File: src/verilog/airq_defines.vh
/*
  Constants for the accelerometer interrupt-status and data-configuration register slice:
  register offsets, field positions, reset values and range, oversampling and sample-rate codes.
  Assumes inclusion by bare name from the design files of this block.
*/
`ifndef AIRQ_DEFINES_VH
`define AIRQ_DEFINES_VH

////////////////////////////////////////////////////////////////////////////////
// Register offsets on the register port
`define AIRQ_OFS_XMSB 8'h01
`define AIRQ_OFS_YMSB 8'h03
`define AIRQ_OFS_ZMSB 8'h05
`define AIRQ_OFS_IRQSRC 8'h0c
`define AIRQ_OFS_IDENT 8'h0d
`define AIRQ_OFS_RANGECFG 8'h0e
`define AIRQ_OFS_HPCFG 8'h0f
`define AIRQ_OFS_ORIENTSTAT 8'h10
`define AIRQ_OFS_FALLSRC 8'h16
`define AIRQ_OFS_TAPSRC 8'h22

////////////////////////////////////////////////////////////////////////////////
// Interrupt source bit positions
`define AIRQ_BIT_READY 0
`define AIRQ_BIT_FALL 2
`define AIRQ_BIT_TAP 3
`define AIRQ_BIT_ORIENT 4

////////////////////////////////////////////////////////////////////////////////
// Configuration fields
`define AIRQ_BIT_FILTOUT 4
`define AIRQ_BIT_TAPHPBYP 5
`define AIRQ_BIT_TAPLPEN 4
`define AIRQ_RANGECFG_MASK 8'h13
`define AIRQ_HPCFG_MASK 8'h33
`define AIRQ_RANGECFG_RST 8'h00
`define AIRQ_HPCFG_RST 8'h00
`define AIRQ_IDENT_DEFAULT 8'h5c // Arbitrary value

////////////////////////////////////////////////////////////////////////////////
// Range, oversampling and sample-rate codes
`define AIRQ_RANGE_2G 2'h0
`define AIRQ_RANGE_4G 2'h1
`define AIRQ_RANGE_8G 2'h2
`define AIRQ_OSM_NORMAL 2'h0
`define AIRQ_OSM_LOWNOISE 2'h1
`define AIRQ_OSM_HIGHRES 2'h2
`define AIRQ_OSM_LOWPOWER 2'h3
`define AIRQ_RATE_800 3'h0
`define AIRQ_RATE_12P5 3'h5

`endif

File: src/verilog/airq_hp_cutoff.v
/*
  High-pass cutoff lookup. Cutoff equals 16 Hz shifted right by cutoffShift.
  Assumes rate and oversampling codes are stable register values on ref_clk.
*/
`timescale 1ns/10ps
`include "airq_defines.vh"

module airq_hp_cutoff (
  // Selection
  input wire [1:0] cutoffSelect,
  input wire [2:0] rateCode,
  input wire [1:0] oversampleMode,
  // Result
  output reg [3:0] cutoffShift
);

  reg [3:0] rateShift;

  ////////////////////////////////////////////////////////////////////////////////
  // Rate index 0..7 is 800, 400, 200, 100, 50, 12.5, 6.25, 1.56 Hz
  always @* begin
    rateShift = 4'h0;
    case (oversampleMode)
      `AIRQ_OSM_NORMAL: begin
        if (rateCode <= 3'h1)
          rateShift = 4'h0;
        else if (rateCode <= 3'h4)
          rateShift = {1'b0, rateCode} - 4'h1;
        else
          rateShift = 4'h3;
      end
      `AIRQ_OSM_LOWNOISE: begin
        if (rateCode <= 3'h1)
          rateShift = 4'h0;
        else if (rateCode < `AIRQ_RATE_12P5)
          rateShift = {1'b0, rateCode} - 4'h1;
        else
          rateShift = 4'h5; // RQ16
      end
      `AIRQ_OSM_HIGHRES: begin
        rateShift = 4'h0;
      end
      default: begin
        if (rateCode < `AIRQ_RATE_12P5)
          rateShift = {1'b0, rateCode};
        else
          rateShift = 4'h6;
      end
    endcase
    cutoffShift = rateShift + {2'b00, cutoffSelect}; // RQ15
  end

endmodule

File: src/verilog/airq_reg_bank.v
/*
  Interrupt-source, identity and data-configuration register slice of the accelerometer.
  Assumes a same-clock register port decoded from the serial interface, one-cycle read and
  write strobes, and event flags and enables from neighbouring logic on ref_clk.
*/
`timescale 1ns/10ps
`include "airq_defines.vh"

// Behaviour
// RQ1: Orientation source bit sets when orientation change occurs while its interrupt is enabled.
// RQ2: Reading the orientation status register clears the orientation source bit.
// RQ3: Tap source bit sets on tap event-active, single or double, when enabled.
// RQ4: Reading the tap source register clears the tap source bit.
// RQ5: Fall/motion source bit sets on its event-active flag when enabled.
// RQ6: Reading the fall/motion source register clears the fall/motion source bit.
// RQ7: Sample-ready source bit sets on new sample or overrun when enabled.
// RQ8: Sample-ready source bit clears only after X, Y and Z data reads.
// RQ9: Read-only eight-bit identity register returns the part identity code.
// RQ10: Filtered output select routes high-pass samples to data registers and FIFO.
// RQ11: Two-bit range field selects 2 g, 4 g, 8 g; 11 reserved.
// RQ12: Reset leaves 2 g range and unfiltered output data.
// RQ13: Tap high-pass bypass bit: 0 keeps filter, default; 1 bypasses it.
// RQ14: Tap low-pass enable bit: 1 inserts filter, 0 default leaves it out.
// RQ15: Cutoff follows select, rate and oversampling; normal 800 Hz gives 16..2 Hz.
// RQ16: Low-noise mode at 12.5 Hz and below gives 0.5 down to 0.063 Hz.
// RQ17: Source bits set on a rising edge of their event condition only.
// RQ18: Reading the source register changes no bit; bit 1 reads as zero.
module airq_reg_bank #(
  parameter [7:0] IDENTITY_CODE = `AIRQ_IDENT_DEFAULT // Arbitrary value
) (
  // Clock and reset
  input wire ref_clk,
  input wire resetn,
  // Register port
  input wire [7:0] regAddr,
  input wire regWrite,
  input wire [7:0] regWriteData,
  input wire regRead,
  output reg [7:0] regReadData,
  output reg regReadValid,
  output reg regReadHit,
  // Event flags
  input wire orientation_change_flag,
  input wire tapEventActive,
  input wire fallMotionEventActive,
  input wire xyz_new_sample_flag,
  input wire xyz_overrun_flag,
  // Interrupt enables
  input wire orientIrqEnable,
  input wire tapIrqEnable,
  input wire fallMotionIrqEnable,
  input wire sampleReadyIrqEnable,
  // Sample path
  input wire [11:0] sampleRaw,
  input wire [11:0] sampleHighpass,
  input wire sampleStrobe,
  output reg [11:0] sampleOut,
  output reg sampleOutValid,
  // Configuration outputs
  output wire [1:0] range_select,
  output wire filtered_output_select,
  output wire tap_highpass_bypass,
  output wire tap_lowpass_enable,
  // Cutoff derivation
  input wire [2:0] rateCode,
  input wire [1:0] oversampleMode,
  output reg [3:0] cutoffShift,
  // Source bits
  output wire orientation_irq_flag,
  output wire tap_irq_flag,
  output wire fall_motion_irq_flag,
  output wire sample_ready_irq_flag
);

  ////////////////////////////////////////////////////////////////////////////////
  // Declarations
  reg [7:0] output_range_filter_config;
  reg [7:0] highpass_cutoff_pulse_filter;
  reg [3:0] condPrev;
  reg [3:0] srcFlag;
  reg [2:0] axisRead;
  reg [2:0] next_axisRead;
  reg [7:0] next_readData;
  reg next_readHit;
  wire [3:0] cond;
  wire [3:0] rise;
  wire [3:0] clearReq;
  wire readX;
  wire readY;
  wire readZ;
  wire axesDone;
  wire [3:0] cutoffShiftComb;
  wire [7:0] interrupt_source_status;

  ////////////////////////////////////////////////////////////////////////////////
  // Event conditions; index 0 ready, 1 fall/motion, 2 tap, 3 orientation
  assign cond[0] = (xyz_new_sample_flag | xyz_overrun_flag) & sampleReadyIrqEnable; // RQ7
  assign cond[1] = fallMotionEventActive & fallMotionIrqEnable; // RQ5
  assign cond[2] = tapEventActive & tapIrqEnable; // RQ3
  assign cond[3] = orientation_change_flag & orientIrqEnable; // RQ1
  assign rise = cond & ~condPrev; // RQ17

  always @(posedge ref_clk or negedge resetn) begin
    if (!resetn) begin
      condPrev <= 4'h0;
    end else begin
      condPrev <= cond;
    end
  end

  ////////////////////////////////////////////////////////////////////////////////
  // Clearing reads
  assign readX = regRead && (regAddr == `AIRQ_OFS_XMSB);
  assign readY = regRead && (regAddr == `AIRQ_OFS_YMSB);
  assign readZ = regRead && (regAddr == `AIRQ_OFS_ZMSB);

  // A new sample restarts the axis tally so stale reads cannot clear it
  always @* begin
    next_axisRead = axisRead | {readZ, readY, readX};
    if (rise[0] || axesDone)
      next_axisRead = 3'h0;
  end

  assign axesDone = &(axisRead | {readZ, readY, readX}); // RQ8

  always @(posedge ref_clk or negedge resetn) begin
    if (!resetn) begin
      axisRead <= 3'h0;
    end else begin
      axisRead <= next_axisRead;
    end
  end

  assign clearReq[0] = axesDone; // RQ8
  assign clearReq[1] = regRead && (regAddr == `AIRQ_OFS_FALLSRC); // RQ6
  assign clearReq[2] = regRead && (regAddr == `AIRQ_OFS_TAPSRC); // RQ4
  assign clearReq[3] = regRead && (regAddr == `AIRQ_OFS_ORIENTSTAT); // RQ2

  ////////////////////////////////////////////////////////////////////////////////
  // Sticky source bits; a rising edge wins over a same-cycle clear
  genvar gi;
  generate
    for (gi = 0; gi < 4; gi = gi + 1) begin : gSource
      always @(posedge ref_clk or negedge resetn) begin
        if (!resetn) begin
          srcFlag[gi] <= 1'b0;
        end else if (rise[gi]) begin
          srcFlag[gi] <= 1'b1; // RQ17
        end else if (clearReq[gi]) begin
          srcFlag[gi] <= 1'b0;
        end
      end
    end
  endgenerate

  assign sample_ready_irq_flag = srcFlag[0];
  assign fall_motion_irq_flag = srcFlag[1];
  assign tap_irq_flag = srcFlag[2];
  assign orientation_irq_flag = srcFlag[3];

  // Upper source bits live elsewhere; bit 1 is driven low
  assign interrupt_source_status = {3'b000, srcFlag[3], srcFlag[2], srcFlag[1],
    1'b0, srcFlag[0]}; // RQ18

  ////////////////////////////////////////////////////////////////////////////////
  // Configuration registers; reserved bits are masked off on write
  always @(posedge ref_clk or negedge resetn) begin
    if (!resetn) begin
      output_range_filter_config <= `AIRQ_RANGECFG_RST; // RQ12
      highpass_cutoff_pulse_filter <= `AIRQ_HPCFG_RST; // RQ13 RQ14
    end else if (regWrite) begin
      if (regAddr == `AIRQ_OFS_RANGECFG)
        output_range_filter_config <= regWriteData & `AIRQ_RANGECFG_MASK;
      if (regAddr == `AIRQ_OFS_HPCFG)
        highpass_cutoff_pulse_filter <= regWriteData & `AIRQ_HPCFG_MASK;
    end
  end

  // Reserved code 11 is stored and passed on; the range logic decides its meaning
  assign range_select = output_range_filter_config[1:0]; // RQ11
  assign filtered_output_select = output_range_filter_config[`AIRQ_BIT_FILTOUT];
  assign tap_highpass_bypass = highpass_cutoff_pulse_filter[`AIRQ_BIT_TAPHPBYP]; // RQ13
  assign tap_lowpass_enable = highpass_cutoff_pulse_filter[`AIRQ_BIT_TAPLPEN]; // RQ14

  ////////////////////////////////////////////////////////////////////////////////
  // Sample source for data registers and FIFO alike
  always @(posedge ref_clk or negedge resetn) begin
    if (!resetn) begin
      sampleOut <= 12'h000;
      sampleOutValid <= 1'b0;
    end else begin
      sampleOutValid <= sampleStrobe;
      if (sampleStrobe)
        sampleOut <= filtered_output_select ? sampleHighpass : sampleRaw; // RQ10
    end
  end

  ////////////////////////////////////////////////////////////////////////////////
  // High-pass cutoff
  airq_hp_cutoff uCutoff (
    .cutoffSelect(highpass_cutoff_pulse_filter[1:0]),
    .rateCode(rateCode),
    .oversampleMode(oversampleMode),
    .cutoffShift(cutoffShiftComb)
  );

  always @(posedge ref_clk or negedge resetn) begin
    if (!resetn) begin
      cutoffShift <= 4'h0;
    end else begin
      cutoffShift <= cutoffShiftComb; // RQ15 RQ16
    end
  end

  ////////////////////////////////////////////////////////////////////////////////
  // Read data; other offsets are answered by neighbouring banks
  always @* begin
    next_readData = 8'h00;
    next_readHit = 1'b1;
    case (regAddr)
      `AIRQ_OFS_IRQSRC: begin
        next_readData = interrupt_source_status; // RQ18
      end
      `AIRQ_OFS_IDENT: begin
        next_readData = IDENTITY_CODE; // RQ9
      end
      `AIRQ_OFS_RANGECFG: begin
        next_readData = output_range_filter_config;
      end
      `AIRQ_OFS_HPCFG: begin
        next_readData = highpass_cutoff_pulse_filter;
      end
      default: begin
        next_readHit = 1'b0;
      end
    endcase
  end

  always @(posedge ref_clk or negedge resetn) begin
    if (!resetn) begin
      regReadData <= 8'h00;
      regReadValid <= 1'b0;
      regReadHit <= 1'b0;
    end else begin
      regReadValid <= regRead;
      regReadHit <= regRead & next_readHit;
      if (regRead)
        regReadData <= next_readData;
    end
  end

endmodule

File: config.mk
export PLATFORM = sky130hd
export DESIGN_NAME = airq_reg_bank
export DESIGN_NICKNAME = d
export VERILOG_FILES = /design/src/verilog/airq_hp_cutoff.v /design/src/verilog/airq_reg_bank.v
export VERILOG_INCLUDE_DIRS = /design/src /design/src/verilog
export SDC_FILE = /design/constraint.sdc
export NUM_CORES = 1
export LEC_CHECK = 0
export ABC_AREA = 1
export BUFFER_PORTS_ARGS = -buffer_cell sky130_fd_sc_hd__buf_2
export CAP_MARGIN = 0
export CORE_MARGIN = 3
export CORE_UTILIZATION = 48
export CTS_CLUSTER_DIAMETER = 100
export DETAILED_ROUTE_END_ITERATION = 10
export PLACE_DENSITY = 0.85
export SETUP_SLACK_MARGIN = 0.3
export SLEW_MARGIN = 20
export SYNTH_ARGS = -nofsm -noshare
export SYNTH_HDL_FRONTEND = slang
export SYNTH_HIERARCHICAL = 1
export SYNTH_SLANG_ARGS = --single-unit
File: constraint.sdc
create_clock -name ref_clk -period 1.33 [get_ports ref_clk]
set_input_delay 0.133 -clock ref_clk [delete_from_list [all_inputs] [get_ports ref_clk]]
set_output_delay 0.133 -clock ref_clk [all_outputs]
set_load 0.02 [all_outputs]
==> impl_metrics.toml <==
[critical_path]
crit_path_start = "rateCode[1]"
crit_path_max_fanout = 3
cp-end-kind = "flip-flop"
startpoint_type = "input port"
r2r-start = "highpass_cutoff_pulse_filter[1]"
crit_type = "in2reg"
crit_required_ns = 1.57
cp.arrival_ns = 1.66

[yosys]
synth_edf_count = 0
yosys_warnings = 6
yosysUniqueCellTypes = 31
synth-main-ff-cell = "dfrtp_1"
syn_area_um2 = 2240
syn_nets = 340
yosysSeqAreaShare_pct = 49.1
yosys_register_bits = 44
syn_avg_cell_area_um2 = 8.21
synthArstFlopShare_pct = 100
synth_cells = 273

[clocking]
cts_sinks = 44
cts.reportedPaths.clkPinSlew_ns = 0.08
cts.root.buffer_cell = "clkbuf_8"
insertion_delay_ns = 0.30
cts_buffers = 5
cts_max_path_buffers = 2
cts_tree = "yes"
cts.htree.levels = 2

[power]
clock_power_share_pct = 29.6
vdd_drop_max_mv = 0.498
p_seq_share_pct = 49.4
switchingPower_w = 0.000822
leakage_nw = 1.75
powerDensity_nw_per_um2 = 899
switching_share_pct = 28.3
internal-power_w = 0.00208
combPwrFrac_pct = 20.9

[global_routing]
antenna_found_initial = 0
grt_pass1_vias = 2059
grt_max_degree = 45
grt_pass1_wl_um = 8970
grt_use_total_pct = 21.1
overflow = 0

[die]
die_w_um = 74.3
start_util_pct = 50.5
placementRows = 24
ios = 95
die_h_um = 74.3
coreArea_um2 = 4440
die_area_um2 = 5530

[placement]
dp.cells = 419
dp_hpwl_um = 4190
io_buffer_count = 89
place_ws_ns = -0.579
place_congestion = 0.941

[sta]
fin_skew_ns = 0.00611
setup_viol = 3
max_freq_ghz = 0.706
min_period_ns = 1.42
final.setup.worst_slack_ns = -0.0868
drv_slew = 0
fin_crit_sh_pct = 107
rsz0062_at_grt = "yes"
final_hold_viol_count = 0

[final_layout]
nets = 461
instances_no_fill = 447
layout-area-overhead-vs-synth_pct = 44.2
drive_above_1_share_pct = 43.0
num-fill-cells = 339
antenna_cells = 0
final_cell_mix = "buf_2, nand2_1, dfrtp_1, nor2_1"
final_common_cell = "buf_2"

[hold_path]
hp-start = "orientIrqEnable"
min_path_type = "in2reg"

[routing]
vias = 2251
ant_nets = 0
drt_iter0_markers = 97
drc = 0
vias_per_cell = 5.04
wire_per_inst_um = 13.3
dr.pass1.iters = 4
routed_wl_um = 5940

[outcome]
status = "complete, but fails checks"
violations = "negative setup slack"

[flow_run]
cap_viol_max_count = 0
[worst max-delay path, cell delays in order]
cell and delay (ns):
buf_12 0.11, inv_12 0.04, ha_4 0.15, inv_2 0.05, ha_4 0.15, inv_2 0.05
o21ai_2 0.04, o211ai_1 0.11, o21ai_2 0.10, ha_1 0.31, a21o_1 0.21, nand2_1 0.08
nand2_1 0.06, nand2_1 0.06
[layout make-up]
class / instances / area, um2 / area share, %
repair buffers: 119 / 754 / 23.3
flip-flops and latches: 44 / 1100 / 34.1
inverters: 36 / 159 / 4.91
clock buffers: 7 / 86.3 / 2.67
well taps: 52 / 65.1 / 2.01
multi-input cells: 187 / 1050 / 32.5
repair inverters: 1 / 7.51 / 0.232
clock inverters: 1 / 7.51 / 0.232
[Yosys cell counts (3+ instances only)]
| master | n | area [um2] |
|---|---|---|
| nand3_1 | 12 | 60.1 |
| nor2_1 | 26 | 97.6 |
| dfrtp_1 | 44 | 1100 |
| o21ai_1 | 8 | 40.0 |
| buf_2 | 3 | 15.0 |
| nand2_2 | 11 | 68.8 |
| ha_1 | 7 | 87.6 |
| a31oi_1 | 12 | 75.1 |
| a21oi_1 | 4 | 20.0 |
| inv_2 | 3 | 11.3 |
| o21ai_0 | 9 | 45.0 |
| inv_1 | 31 | 116 |
| nand2_1 | 77 | 289 |
[layer usage]
metal / global-route usage [%] / vias to the layer above / wire length [um]
met5: 0 / - / 0
li1: - / 1111 / -
met3: 4.59 / 11 / 284
met1: 25.9 / 1068 / 2390
met2: 37.2 / 61 / 3180
met4: 6.52 / 0 / 84
[repair_timing]
action,in CTS,in global routing
hold endpoints to repair,44,0
cloned,1,0
resized for setup,18,17
pin swaps,11,10
hold buffers,1,0
endpoints found under the setup margin,13,18
buffers inserted,9,9
[stage by stage]
stage | hold WS [ns] | area (um2) | total power [W] | utilization, % | setup TNS (ns)
2_1_floorplan | -0.163 | 2300 | 0.00173 | - | -0.583
3_3_place_gp | 0.120 | 2870 | 0.00197 | 64.6 | -1.36
3_5_place_dp | 0.125 | 2870 | 0.00198 | 64.6 | -1.66
4_1_cts | 0.0301 | 3110 | 0.00288 | 70.0 | -0.0468
5_1_grt | 0.0345 | 3230 | 0.00305 | 72.7 | -0.396
6_report | 0.0353 | 3230 | 0.00291 | 72.7 | -0.195
[sequential cells by signal, summed over array words and instances, names as in the netlist]
| name | flops |
|---|---|
| sampleOutValid | 1 |
| regReadHit | 1 |
| condPrev | 4 |
| fall_motion_irq_flag | 1 |
| regReadValid | 1 |
| highpass_cutoff_pulse_filter | 4 |
| tap_irq_flag | 1 |
| orientation_irq_flag | 1 |
| regReadData | 7 |
| axisRead | 3 |
| output_range_filter_config | 3 |
| sample_ready_irq_flag | 1 |
| cutoffShift | 4 |
| sampleOut | 12 |
[logic make-up after synthesis]
| family | synth area share, % |
|---|---|
| and+or+nand+nor | 28.5 |
| DFF | 49.1 |
| buffers and inverters | 7.48 |
| AOI/OAI and AO/OA | 9.99 |
| adders and majority gates | 4.80 |
| other | 0.167 |
[power groups by stage]
| stage | clock network, W | logic (W) | registers (W) |
|---|---|---|---|
| floorplan | 0 | 0.000193 | 0.00153 |
| global placement | 0 | 0.000505 | 0.00146 |
| detailed placement | 0 | 0.000522 | 0.00146 |
| CTS | 0.000877 | 0.000567 | 0.00144 |
| global route | 0.000936 | 0.000669 | 0.00144 |
| finish | 0.000861 | 0.000609 | 0.00144 |
[path summary, 6_finish.rpt]
check / depth (start not counted) / to / slack, ns
setup reg to reg: 5 / cutoffShift[3] / 0.12
min in group asynchronous: 3 / sampleOut[8] / 0.35
max in group asynchronous: 3 / fall_motion_irq_flag / 0.78
hold reg to reg: 1 / orientation_irq_flag / 0.44
hold / removal: 3 / condPrev[3] / 0.04
setup / recovery: 14 / cutoffShift[3] / -0.09
Power figures use the tool's default switching activity.
